$ cat src/inc/ddc_defs.vh
// constants for the dual dac serial command decoder and readback logic
`ifndef DDC_DEFS_VH
`define DDC_DEFS_VH

// ****************************************************************
// command field codes
// ****************************************************************
`define DDC_CMD_WR_SPAN 4'h2
`define DDC_CMD_WR_CODE 4'h3
`define DDC_CMD_UPD_N 4'h4
`define DDC_CMD_UPD_ALL 4'h5
`define DDC_CMD_WRS_UPD_N 4'h6
`define DDC_CMD_WRC_UPD_N 4'h7
`define DDC_CMD_WRS_UPD_ALL 4'h8
`define DDC_CMD_WRC_UPD_ALL 4'h9
`define DDC_CMD_RD_IN_SPAN 4'ha
`define DDC_CMD_RD_IN_CODE 4'hb
`define DDC_CMD_RD_ACT_SPAN 4'hc
`define DDC_CMD_RD_ACT_CODE 4'hd
`define DDC_CMD_NOP 4'hf

// ****************************************************************
// address field (upper three bits, lowest bit ignored)
// ****************************************************************
`define DDC_ADDR_A 3'h0
`define DDC_ADDR_B 3'h1
`define DDC_ADDR_ALL 3'h7

// ****************************************************************
// readback pointer: {channel, buffer select}
// ****************************************************************
`define DDC_SEL_IN_SPAN 2'h0
`define DDC_SEL_IN_CODE 2'h1
`define DDC_SEL_ACT_SPAN 2'h2
`define DDC_SEL_ACT_CODE 2'h3
`define DDC_RD_SEL_FLIP 2'h2
`define DDC_PTR_RESET 3'h2

// ****************************************************************
// frame layout
// ****************************************************************
`define DDC_HDR_BITS 6'h08
`define DDC_LONG_HDR_BITS 6'h10
`define DDC_SHORT_FRAME_BITS 6'h18
`define DDC_LONG_FRAME_BITS 6'h20
`define DDC_CNT_MAX 6'h3f

// ****************************************************************
// span codes
// ****************************************************************
`define DDC_SPAN_UNI_5 4'h0
`define DDC_SPAN_UNI_10 4'h1
`define DDC_SPAN_BI_5 4'h2
`define DDC_SPAN_BI_10 4'h3
`define DDC_SPAN_BI_2P5 4'h4
`define DDC_SPAN_OFS_2P5 4'h5

`endif

$ cat src/hdl/ddc_cmd_readback.v
// serial command decoder, double-buffered registers and rolling readback for a dual dac
`timescale 1ns/1ps
`include "ddc_defs.vh"
module ddc_cmd_readback #(
    parameter DW = 16,
    parameter SW = 4
) (
    input wire clk_i,                   // 20 MHz system clock
    input wire rst_i,                   // synchronous reset, active high
    input wire link_clk_i,              // serial clock pin from host
    input wire serial_in_i,             // serial data pin from host
    input wire select_and_load_n_i,     // frame select, rising edge loads
    input wire async_update_n_i,        // asynchronous update-all pin
    input wire clear_n_i,               // system clear pin
    input wire manual_span_i,           // high selects strap-pin span
    input wire span_strap_bit2_i,       // span strap pin 2
    input wire span_strap_bit1_i,       // span strap pin 1
    input wire span_strap_bit0_i,       // span strap pin 0
    output wire readback_serial_out_o,  // readback data bit
    output wire readback_serial_oe_o,   // readback pin driven when high
    output wire [DW-1:0] act_code_a_o,  // channel a code in force
    output wire [DW-1:0] act_code_b_o,  // channel b code in force
    output wire [SW-1:0] act_span_a_o,  // channel a span in force
    output wire [SW-1:0] act_span_b_o,  // channel b span in force
    output wire [1:0] span_bipolar_o,   // per channel, span is bipolar
    output wire [1:0] span_legal_o      // per channel, span code defined
);

    // ****************************************************************
    // functions
    // ****************************************************************

    // channel whose register is read back; both-channel address reads a
    function rb_chan;
        input [3:0] addr;
        begin
            rb_chan = (addr[3:1] == `DDC_ADDR_B);
        end
    endfunction

    // channel hit for writes and updates
    function chan_hit;
        input [3:0] addr;
        input ch;
        begin
            chan_hit = (addr[3:1] == `DDC_ADDR_ALL) ||
                       (ch ? (addr[3:1] == `DDC_ADDR_B) : (addr[3:1] == `DDC_ADDR_A));
        end
    endfunction

    // pick the buffer named by a readback pointer
    function [DW-1:0] rb_pick;
        input [2:0] p;
        input [2*SW-1:0] ispan;
        input [2*DW-1:0] icode;
        input [2*SW-1:0] aspan;
        input [2*DW-1:0] acode;
        begin
            case (p[1:0])
                `DDC_SEL_IN_SPAN: rb_pick = {{(DW-SW){1'b0}}, ispan[p[2]*SW +: SW]};
                `DDC_SEL_IN_CODE: rb_pick = icode[p[2]*DW +: DW];
                `DDC_SEL_ACT_SPAN: rb_pick = {{(DW-SW){1'b0}}, aspan[p[2]*SW +: SW]};
                default: rb_pick = acode[p[2]*DW +: DW];
            endcase
        end
    endfunction

    // span range class: {legal, bipolar}
    function [1:0] span_class;
        input [SW-1:0] s;
        begin
            case (s)
                `DDC_SPAN_UNI_5, `DDC_SPAN_UNI_10: span_class = 2'h2;
                `DDC_SPAN_BI_5, `DDC_SPAN_BI_10, `DDC_SPAN_BI_2P5, `DDC_SPAN_OFS_2P5: span_class = 2'h3;
                default: span_class = 2'h0;
            endcase
        end
    endfunction

    // ****************************************************************
    // pin synchronisation and edge detection
    // ****************************************************************

    wire sck_s;
    wire sdi_s;
    wire cs_n_s;
    wire upd_n_s;
    wire clr_n_s;
    wire mspan_s;
    wire [2:0] strap_s;

    // idle levels at reset: select, update and clear all high
    ddc_sync2 #(
        .W(9),
        .RST_VAL(9'h070)
    ) u_sync (
        .clk_i(clk_i),
        .rst_i(rst_i),
        .d_i({link_clk_i, serial_in_i, select_and_load_n_i, async_update_n_i, clear_n_i, manual_span_i,
              span_strap_bit2_i, span_strap_bit1_i, span_strap_bit0_i}),
        .q_o({sck_s, sdi_s, cs_n_s, upd_n_s, clr_n_s, mspan_s, strap_s})
    );

    reg sck_prev_reg;
    reg cs_prev_reg;
    reg upd_prev_reg;

    // previous levels, for edge detection on synchronised pins only
    always @(posedge clk_i)
    begin
        if (rst_i)
        begin
            sck_prev_reg <= 1'b0;
            cs_prev_reg <= 1'b1;
            upd_prev_reg <= 1'b1;
        end
        else
        begin
            sck_prev_reg <= sck_s;
            cs_prev_reg <= cs_n_s;
            upd_prev_reg <= upd_n_s;
        end
    end

    wire in_frame = ~cs_n_s & clr_n_s;
    wire sck_rise = in_frame & sck_s & ~sck_prev_reg;
    wire sck_fall = in_frame & ~sck_s & sck_prev_reg;
    wire frame_end = cs_n_s & ~cs_prev_reg;
    // update pin is locked out while a frame is open
    wire upd_pin_fire = cs_n_s & cs_prev_reg & upd_prev_reg & ~upd_n_s;

    // ****************************************************************
    // frame capture
    // ****************************************************************

    reg [23:0] shin_reg;
    reg [5:0] cnt_reg;
    reg long_reg;
    reg frame_bad_reg;
    reg [2:0] ptr_reg;

    wire [5:0] cnt_next = (cnt_reg == `DDC_CNT_MAX) ? cnt_reg : cnt_reg + 6'h01;
    wire [7:0] new_byte = {shin_reg[6:0], sdi_s};
    wire zero_lead = (cnt_next == `DDC_HDR_BITS) && (new_byte == 8'h00);
    wire hdr_done = sck_rise && ((!long_reg && !zero_lead && cnt_next == `DDC_HDR_BITS) ||
                                 (long_reg && cnt_next == `DDC_LONG_HDR_BITS));
    wire [3:0] hdr_cmd = new_byte[7:4];
    wire [3:0] hdr_addr = new_byte[3:0];
    wire hdr_read = (hdr_cmd >= `DDC_CMD_RD_IN_SPAN) && (hdr_cmd <= `DDC_CMD_RD_ACT_CODE);
    wire [2:0] rd_ptr = {rb_chan(hdr_addr), hdr_cmd[1:0] ^ `DDC_RD_SEL_FLIP};

    // shift in MSB first; a leading zero byte marks the long frame
    always @(posedge clk_i)
    begin
        if (rst_i || !in_frame)
        begin
            shin_reg <= 24'h000000;
            cnt_reg <= 6'h00;
            long_reg <= 1'b0;
        end
        else if (sck_rise)
        begin
            shin_reg <= {shin_reg[22:0], sdi_s};
            cnt_reg <= cnt_next;
            if (zero_lead)
            begin
                long_reg <= 1'b1;
            end
        end
    end

    // a clear during a frame aborts the instruction at its end
    always @(posedge clk_i)
    begin
        if (rst_i || frame_end)
        begin
            frame_bad_reg <= 1'b0;
        end
        else if (!clr_n_s && !cs_n_s)
        begin
            frame_bad_reg <= 1'b1;
        end
    end

    wire [5:0] need_bits = long_reg ? `DDC_LONG_FRAME_BITS : `DDC_SHORT_FRAME_BITS;
    // a short or aborted frame writes and updates nothing
    wire frame_ok = frame_end && clr_n_s && !frame_bad_reg && (cnt_reg >= need_bits);
    wire [3:0] f_cmd = shin_reg[23:20];
    wire [3:0] f_addr = shin_reg[19:16];
    wire [DW-1:0] f_data = shin_reg[15:0];

    wire f_wr_span = (f_cmd == `DDC_CMD_WR_SPAN) || (f_cmd == `DDC_CMD_WRS_UPD_N) ||
                     (f_cmd == `DDC_CMD_WRS_UPD_ALL);
    wire f_wr_code = (f_cmd == `DDC_CMD_WR_CODE) || (f_cmd == `DDC_CMD_WRC_UPD_N) ||
                     (f_cmd == `DDC_CMD_WRC_UPD_ALL);
    wire f_upd_n = (f_cmd == `DDC_CMD_UPD_N) || (f_cmd == `DDC_CMD_WRS_UPD_N) ||
                   (f_cmd == `DDC_CMD_WRC_UPD_N);
    wire f_upd_all = (f_cmd == `DDC_CMD_UPD_ALL) || (f_cmd == `DDC_CMD_WRS_UPD_ALL) ||
                     (f_cmd == `DDC_CMD_WRC_UPD_ALL);

    // ****************************************************************
    // per-channel double-buffered registers
    // ****************************************************************

    wire [2*SW-1:0] in_span_w;
    wire [2*DW-1:0] in_code_w;
    wire [2*SW-1:0] act_span_w;
    wire [2*SW-1:0] act_span_rd;
    wire [2*DW-1:0] act_code_w;

    genvar g;
    generate
        for (g = 0; g < 2; g = g + 1)
        begin : g_chan
            reg [SW-1:0] in_span_reg;
            reg [DW-1:0] in_code_reg;
            reg [SW-1:0] act_span_reg;
            reg [DW-1:0] act_code_reg;
            wire hit = chan_hit(f_addr, g == 1);
            wire wr_span = frame_ok && f_wr_span && hit;
            wire wr_code = frame_ok && f_wr_code && hit;
            wire upd = (frame_ok && ((f_upd_n && hit) || f_upd_all)) || upd_pin_fire;
            wire [SW-1:0] span_src = wr_span ? f_data[SW-1:0] : in_span_reg;
            wire [DW-1:0] code_src = wr_code ? f_data : in_code_reg;

            // input buffers survive a clear; only reset empties them
            always @(posedge clk_i)
            begin
                if (rst_i)
                begin
                    in_span_reg <= {SW{1'b0}};
                    in_code_reg <= {DW{1'b0}};
                end
                else
                begin
                    if (wr_span)
                    begin
                        in_span_reg <= f_data[SW-1:0];
                    end
                    if (wr_code)
                    begin
                        in_code_reg <= f_data;
                    end
                end
            end

            // update copies span and code together; write lands first
            always @(posedge clk_i)
            begin
                if (rst_i || !clr_n_s)
                begin
                    act_span_reg <= {SW{1'b0}};
                    act_code_reg <= {DW{1'b0}};
                end
                else if (upd)
                begin
                    act_span_reg <= span_src;
                    act_code_reg <= code_src;
                end
            end

            assign in_span_w[g*SW +: SW] = in_span_reg;
            assign in_code_w[g*DW +: DW] = in_code_reg;
            assign act_span_w[g*SW +: SW] = act_span_reg;
            assign act_code_w[g*DW +: DW] = act_code_reg;
            // in manual mode the straps are the span in force
            assign act_span_rd[g*SW +: SW] = mspan_s ? {1'b0, strap_s} : act_span_reg;
            assign span_bipolar_o[g] = span_class(act_span_rd[g*SW +: SW]) == 2'h3;
            assign span_legal_o[g] = span_class(act_span_rd[g*SW +: SW]) != 2'h0;
        end
    endgenerate

    // ****************************************************************
    // readback pointer
    // ****************************************************************

    reg [2:0] ptr_next;
    reg ptr_set;

    // pointer for the next word, chosen by the completed command
    always @*
    begin
        ptr_set = 1'b1;
        ptr_next = {rb_chan(f_addr), `DDC_SEL_ACT_CODE};
        case (f_cmd)
            `DDC_CMD_WR_SPAN: ptr_next = {rb_chan(f_addr), `DDC_SEL_IN_SPAN};
            `DDC_CMD_WR_CODE: ptr_next = {rb_chan(f_addr), `DDC_SEL_IN_CODE};
            `DDC_CMD_UPD_N: ptr_next = {rb_chan(f_addr), `DDC_SEL_ACT_SPAN};
            `DDC_CMD_WRS_UPD_N, `DDC_CMD_WRS_UPD_ALL: ptr_next = {rb_chan(f_addr), `DDC_SEL_ACT_SPAN};
            `DDC_CMD_UPD_ALL, `DDC_CMD_NOP: ptr_next = {rb_chan(f_addr), `DDC_SEL_ACT_CODE};
            `DDC_CMD_WRC_UPD_N, `DDC_CMD_WRC_UPD_ALL: ptr_next = {rb_chan(f_addr), `DDC_SEL_ACT_CODE};
            default: ptr_set = 1'b0; // reads already set it; reserved codes leave it
        endcase
    end

    // reads move the pointer at the header so the same word returns it
    always @(posedge clk_i)
    begin
        if (rst_i || !clr_n_s)
        begin
            ptr_reg <= `DDC_PTR_RESET;
        end
        else if (hdr_done && hdr_read)
        begin
            ptr_reg <= rd_ptr;
        end
        else if (frame_ok && ptr_set)
        begin
            ptr_reg <= ptr_next;
        end
    end

    // ****************************************************************
    // readback output
    // ****************************************************************

    wire [2:0] load_ptr = hdr_read ? rd_ptr : ptr_reg;
    wire [DW-1:0] load_word = rb_pick(load_ptr, in_span_w, in_code_w, act_span_rd, act_code_w);

    // the word is captured on the last address edge and leaves on the
    // following falls; until then the pin reads low
    ddc_rb_shift #(
        .W(DW)
    ) u_rb (
        .clk_i(clk_i),
        .rst_i(rst_i),
        .idle_i(!in_frame),
        .load_i(hdr_done),
        .data_i(load_word),
        .shift_i(sck_fall),
        .bit_o(readback_serial_out_o)
    );

    // pin is released whenever select is high
    assign readback_serial_oe_o = ~cs_n_s;

    assign act_code_a_o = act_code_w[DW-1:0];
    assign act_code_b_o = act_code_w[2*DW-1:DW];
    assign act_span_a_o = act_span_rd[SW-1:0];
    assign act_span_b_o = act_span_rd[2*SW-1:SW];

endmodule

$ cat src/hdl/ddc_sync2.v
// two flip-flop synchroniser for a group of asynchronous pin levels
`timescale 1ns/1ps
module ddc_sync2 #(
    parameter W = 1,
    parameter [W-1:0] RST_VAL = {W{1'b0}}
) (
    input wire clk_i,          // system clock
    input wire rst_i,          // synchronous reset, active high
    input wire [W-1:0] d_i,    // asynchronous levels
    output wire [W-1:0] q_o    // synchronised levels
);

    reg [W-1:0] meta_reg;
    reg [W-1:0] sync_reg;

    // first stage feeds only the second stage
    always @(posedge clk_i)
    begin
        if (rst_i)
        begin
            meta_reg <= RST_VAL;
            sync_reg <= RST_VAL;
        end
        else
        begin
            meta_reg <= d_i;
            sync_reg <= meta_reg;
        end
    end

    assign q_o = sync_reg;

endmodule

$ cat src/hdl/ddc_rb_shift.v
// readback shift register that drives the serial readback bit
`timescale 1ns/1ps
module ddc_rb_shift #(
    parameter W = 16
) (
    input wire clk_i,          // system clock
    input wire rst_i,          // synchronous reset, active high
    input wire idle_i,         // frame inactive, empties the register
    input wire load_i,         // capture a readback word
    input wire [W-1:0] data_i, // word to shift out
    input wire shift_i,        // falling link edge, present next bit
    output reg bit_o           // current readback bit
);

    reg [W-1:0] sh_reg;

    // zeros fill behind the word, so the pin stays low once it is out
    always @(posedge clk_i)
    begin
        if (rst_i || idle_i)
        begin
            sh_reg <= {W{1'b0}};
            bit_o <= 1'b0;
        end
        else if (load_i)
        begin
            sh_reg <= data_i;
        end
        else if (shift_i)
        begin
            bit_o <= sh_reg[W-1];
            sh_reg <= {sh_reg[W-2:0], 1'b0};
        end
    end

endmodule

$ cat config.mk
export PLATFORM = sky130hd
export DESIGN_NAME = ddc_cmd_readback
export DESIGN_NICKNAME = d
export VERILOG_FILES = /design/src/hdl/ddc_cmd_readback.v /design/src/hdl/ddc_sync2.v /design/src/hdl/ddc_rb_shift.v
export VERILOG_INCLUDE_DIRS = /design/src /design/src/inc
export SDC_FILE = /design/constraint.sdc
export NUM_CORES = 1
export LEC_CHECK = 0
export BUFFER_PORTS_ARGS = -buffer_cell sky130_fd_sc_hd__buf_2
export CAP_MARGIN = 20
export CORE_AREA = 2 2 115 117
export CTS_CLUSTER_SIZE = 25
export DETAILED_ROUTE_END_ITERATION = 6
export DIE_AREA = 0 0 117 119
export GPL_TIMING_DRIVEN = 0
export PLACE_DENSITY = 0.8
export SYNTH_ARGS = -nofsm -noshare
export SYNTH_HDL_FRONTEND = slang
export SYNTH_SLANG_ARGS = --single-unit
$ cat constraint.sdc
create_clock -name clk_i -period 6.05 [get_ports clk_i]
set_input_delay 0.3025 -clock clk_i [delete_from_list [all_inputs] [get_ports clk_i]]
set_output_delay 0.3025 -clock clk_i [all_outputs]
set_load 0.1 [all_outputs]
* Word-level counts from Yosys, hierarchy flattened
Index checks and enable logic that the tools add are counted.
Cells by class: $add $sub $neg 1, order comparisons 3, eq/ne operators 29, shift operators 4, muxes and demuxes 18, bitwise logic cells 16, reductions and logical operators 63
Operators with widths (count):
- 16-bit two-way mux | 4
- 32-bit by 6-bit indexed part select with 16-bit output | 2
- 16-bit case mux with 3 select lines | 1
- 4-bit by 3-bit == test with 1-bit output, second input constant | 8
- 4-bit by 2-bit == test with 1-bit output, second input constant | 6
- 1-bit logical AND | 22
- 1-bit logical OR | 18
- 4-bit two-way mux | 4
- 8-bit by 4-bit indexed part select with 4-bit output | 2
- 4-bit == test, second input constant | 3
- 6-bit two-way mux | 2
- 1-bit bitwise AND | 9
- 3-bit two-way mux | 3
- 9-bit OR reduction | 1
- 4-bit by 1-bit == test with 1-bit output, second input constant | 2
- 4-bit logical NOT | 2
- 8-bit logical NOT | 1
- 2-bit case mux with 2 select lines | 2
- 2-bit nonzero test | 4
- 4-bit OR reduction | 2
- 1-bit inverter | 7
- 6-bit by 1-bit adder with 6-bit output, second input constant | 1
- 2-bit == test, second input constant | 3
- 3-bit by 1-bit == test with 1-bit output, second input constant | 2
- 16 further kinds | 23
Word-level totals: register bits 153, input bits 11, output and inout port bits 46, logic and storage cells 154

* Depth between registers and ports, before layout
word-level depth 11, depth in mapped cells 11, depth with buffers taken out 8

* Modules after synthesis
Synthesis repeated with hierarchy kept, for this count alone.
Unflattened totals: cell total of the unflattened synthesis 716, area total of the unflattened synthesis 6827.8 sq um
Modules (own cells, without submodules):
- ddc_cmd_readback | instances 1, cells each 604, area an instance 5486.5 sq um
- ddc_rb_shift | instances 1, cells each 75, area an instance 847.1 sq um
- ddc_sync2 | instances 1, cells each 37, area an instance 494.2 sq um

* Least setup slack after synthesis
No wires, ideal clock.
path type register to output, from register u_sync.sync_reg[3] (netlist: u_sync.q_o[3]), to output port span_legal_o[1], data arrival time 4.481 ns, path slack 1.266 ns, cell stages (with the launch flop) 4, cells stage by stage dfxtp_1 -> clkbuf_1 -> o21ai_0 -> a21oi_1
Between the ends: word-level cells in the longest chain between the ends 5
RTL lines:
- from (decl) | RTL line ddc_sync2.v:14 | reg [W-1:0] sync_reg;
- from (signal assigned) | RTL line ddc_sync2.v:27 | sync_reg <= meta_reg;
- 4-bit two-way mux * | RTL line ddc_cmd_readback.v:267 | assign act_span_rd[g*SW +: SW] = mspan_s ? {1'b0, strap_s} : act_span_reg;
- named net act_span_b_o[2] | RTL line ddc_cmd_readback.v:24 | output wire [SW-1:0] act_span_b_o,
- 4-bit by 2-bit == test with 1-bit output, or another cell as far along | RTL line ddc_cmd_readback.v:72 | case (s)
- 4-bit OR reduction / 2-bit OR reduction (equally long branches) | RTL line ddc_cmd_readback.v:72
- 2-bit case mux with 2 select lines * | RTL line ddc_cmd_readback.v:72
- 2-bit nonzero test * | RTL line ddc_cmd_readback.v:269 | assign span_legal_o[g] = span_class(act_span_rd[g*SW +: SW]) != 2'h0;
- to (decl) | RTL line ddc_cmd_readback.v:26 | output wire [1:0] span_legal_o
Mark *: on every way through the listed nets, which the timed path passes. The rest lies on a longest branch.

* Worst setup path after layout
from register cnt_reg[3], to register g_chan[0].act_code_reg[10] (netlist: act_code_a_o[10])
Between the ends: word-level cells in the longest chain between the ends 5
RTL lines:
- from (decl) | RTL line ddc_cmd_readback.v:137 | reg [5:0] cnt_reg;
- from (signal assigned) | RTL line ddc_cmd_readback.v:164 | cnt_reg <= cnt_next;
- 6-bit >= comparator * | RTL line ddc_cmd_readback.v:187 | wire frame_ok = frame_end && clr_n_s && !frame_bad_reg && (cnt_reg >= need_bits);
- 1-bit logical AND * | RTL line ddc_cmd_readback.v:187
- 1-bit logical AND (2 in series) | RTL line ddc_cmd_readback.v:221 | wire wr_code = frame_ok && f_wr_code && hit;
- 16-bit two-way mux
- to (signal assigned) | RTL line ddc_cmd_readback.v:253 | act_code_reg <= {DW{1'b0}};
- to (signal assigned) | RTL line ddc_cmd_readback.v:258 | act_code_reg <= code_src;
- to (decl) | RTL line ddc_cmd_readback.v:218 | reg [DW-1:0] act_code_reg;
Mark *: on every way between the ends. The rest lies on a longest branch, timed or not. A chain may end at the register's enable or synchronous reset.

==> impl_metrics.sql <==
INSERT INTO impl_metrics (metric_group, metric, value, unit) VALUES
('synth', 'synth-seq-cells', '153', ''),
('timing', 'hold_viol_final', '0', ''),
('synth', 'synth_flop_cell', 'sky130_fd_sc_hd__dfxtp_1', ''),
('routing', 'remaining_drc_errors', '0', ''),
('routing', 'drt_pass1_iterations', '7', ''),
('routing', 'drt_wl_cell', '17.75', 'µm'),
('clocking', 'postCtsSetupRepairBufs', '0', ''),
('worst_setup_path', 'endpoint_kind', 'flip-flop', ''),
('die', 'floorplan.core_area', '12870', 'µm²'),
('routing', 'drtAntennaViolNets', '0', ''),
('synth', 'synth_commonest_cells', '153 x sky130_fd_sc_hd__dfxtp_1, 83 x sky130_fd_sc_hd__a21oi_1, 74 x sky130_fd_sc_hd__nand2_1, 65 x sky130_fd_sc_hd__mux2i_1, 63 x sky130_fd_sc_hd__nor2_1', ''),
('global_route', 'grt_remaining_overflow', '0', ''),
('timing', 'finalClockSkew', '0.007992', 'ns'),
('routing', 'postRouteWirelength', '18000', 'µm'),
('timing', 'unrepaired_setup_endpoints_after_global_routing', 'no', ''),
('worst_setup_path', 'worstSetupStartpointType', 'flip-flop', ''),
('cells_and_area', 'final_core_utilization', '61.59', '%'),
('job', 'max_cap_viol_count', '0', ''),
('clocking', 'clock_sinks', '153', ''),
('die', 'die_area', '13920', 'µm²'),
('power', 'power.ir.vdd_worst', '217.0', 'µV'),
('cells_and_area', 'num-nets-final', '842', ''),
('status', 'outcome', 'finished clean', ''),
('clocking', 'clock_tree_root_driver_cell', 'sky130_fd_sc_hd__clkbuf_16', ''),
('clocking', 'post_cts_resize_count', '0', ''),
('routing', 'starting_drc_count_in_detailed_routing', '578', ''),
('clocking', 'clock_tree_from_tritoncts', 'built', ''),
('timing', 'timing.final.ws_setup', '3.190', 'ns'),
('power', 'power.total', '0.002192', 'W'),
('synth', 'post-synth-top-count-cell', 'sky130_fd_sc_hd__dfxtp_1', ''),
('die', 'initial_utilization', '53.51', '%'),
('global_route', 'via_count_of_the_first_global_routing_pass', '5575', ''),
('global_route', 'grt_antenna_before_repair', '0', ''),
('timing', 'setup_viol', '0', ''),
('cells_and_area', 'n_antenna_cell', '0', ''),
('synth', 'synth-seq-area-share', '44.46', '%'),
('worst_setup_path', 'critical_path_required', '6.32', 'ns'),
('synth', 'synth_top_area_share', '44.46', '%'),
('global_route', 'grt_first_pass_wirelength', '28700', 'µm'),
('timing', 'max_slew_margin', '48.89', '%'),
('die', 'number_of_placement_rows', '42', ''),
('placed_design', 'globalplace.congestion', '0.9807', ''),
('clocking', 'htree_levels', '4', ''),
('clocking', 'clkTransAtPathRegs', '0.06', 'ns'),
('die', 'die-width', '117', 'µm'),
('timing', 'worst_slew_pin_slew', '0.7667', 'ns'),
('synth', 'post_synth_main_area_contributors', 'sky130_fd_sc_hd__dfxtp_1 44%, sky130_fd_sc_hd__mux2i_1 9.4%, sky130_fd_sc_hd__a21oi_1 6.0%', ''),
('clocking', 'numCtsBuffers', '17', ''),
('die', 'die_y', '119', 'µm'),
('timing', 'period_share', '47.27', '%'),
('global_route', 'grt_max_degree', '17', ''),
('synth', 'netlist.top_cell.by_area', 'sky130_fd_sc_hd__dfxtp_1', ''),
('cells_and_area', 'share_of_final_layout_standard_cells_stronger_than_drive_strength_1', '17.78', '%'),
('cells_and_area', 'fin_cells', '1014', ''),
('timing', 'maxSlewViolCount', '0', ''),
('placed_design', 'detailed_place_hpwl', '12560', 'µm'),
('clocking', 'clk_latency', '0.43', 'ns'),
('global_route', 'grtUsageTotal', '26.89', '%'),
('synth', 'postSynthAreaPerCell', '9.173', 'µm²'),
('routing', 'routed_via_count_divided_by_cell_count', '5.790', ''),
('die', 'floorplan.io_pins', '57', ''),
('placed_design', 'dp_cells', '983', ''),
('worst_setup_path', 'setup.worst_path.class', 'flip-flop to flip-flop', ''),
('worst_setup_path', 'worst_ep_arrival_time', '3.13', 'ns'),
('clocking', 'number_of_buffers_added_to_fix_hold_violations_after_cts', '0', ''),
('cells_and_area', 'largest_reg_flops', '32', ''),
('worst_setup_path', 'worst-path-max-fanout', '10', ''),
('timing', 'finalSetupTns', '0', 'ns'),
('power', 'power.density_cell_area', '276.5', 'nW/µm²'),
('synth', 'syn-instance-count', '751', ''),
('synth', 'synth_async_sr_flop_share', '0', '%');
==> where the power goes <==
part | total, W | switching [W] | internal, W
Combinational | 0.000186 | 0.000152 | 0.0000348
Sequential | 0.00104 | 0.0000111 | 0.00102
Clock | 0.000970 | 0.000416 | 0.000554
Total | 0.00219 | 0.000579 | 0.00161
==> routing by layer <==
metal  track usage, %  up-vias  share of wire [%]
met2            40.79      192                 47
met1            36.81     2845                 45
li1                 -     2793                  -
met5                0        -                  0
met3            5.700       41                5.5
met4            11.99        0                3.0
==> logic make-up after synthesis <==
kind of cell,after synthesis,synth area share (%)
adder cells (fa/ha/maj),5,0.9081
XOR/XNOR,8,1.126
AND/OR/NAND/NOR,232,17.13
multiplexers,80,14.02
flip-flops,153,44.46
AO/OA/AOI/OAI,194,17.33
buffers and inverters,79,5.031
==> area by class of cell <==
| class | count | area [µm²] |
|---|---|---|
| fill | 1096 | 4945 |
| multi-input combinational | 519 | 3480 |
| sequential | 153 | 3063 |
| clock buffer | 21 | 470.5 |
| timing repair buffer | 56 | 280.3 |
| buffer | 56 | 260.3 |
| tap | 176 | 220.2 |
| inverter | 23 | 86.33 |
| clock inverter | 10 | 70.07 |
==> stage by stage <==
stage | instance area, µm² | hold slack, ns
global route | 7930 | 0.06625
floorplan | 6889 | 0.3895
global placement | 7390 | 0.3905
CTS | 7930 | 0.05513
detailed placement | 7390 | 0.3957
finish | 7930 | 0.06232
==> layout by cell type (no fill, tap or decap), drive strengths merged, types with 13 or more instances in the layout <==
master and count:
nor2 64, buf 77, o21ai 67, dfxtp 153
inv 22, nand2 74, mux4 13, nor2b 23
a21oi 84, mux2i 65, clkbuf 56
==> critical path, cell delays in order, from the launching register on <==
cell and delay, ns:
sky130_fd_sc_hd__dfxtp_1 0.34, sky130_fd_sc_hd__buf_2 0.20, sky130_fd_sc_hd__inv_1 0.08, sky130_fd_sc_hd__ha_1 0.32, sky130_fd_sc_hd__nand3b_4 0.09, sky130_fd_sc_hd__a32oi_4 0.33, sky130_fd_sc_hd__nand2_1 0.14, sky130_fd_sc_hd__o21ai_1 0.41
sky130_fd_sc_hd__clkbuf_1 0.64, sky130_fd_sc_hd__a21oi_1 0.16
==> final timing paths <==
path | startpoint | endpoint | slack, ns | cells after the start
max | cnt_reg[3] | act_code_a_o[10] | 3.19 | 9
min | async_update_n_i | u_sync.meta_reg[5] | 0.06 | 2
max reg2reg | cnt_reg[3] | act_code_a_o[10] | 3.19 | 9
min reg2reg | u_sync.meta_reg[5] | u_sync.q_o[5] | 0.41 | 1
Power figures use the tool's default switching activity.
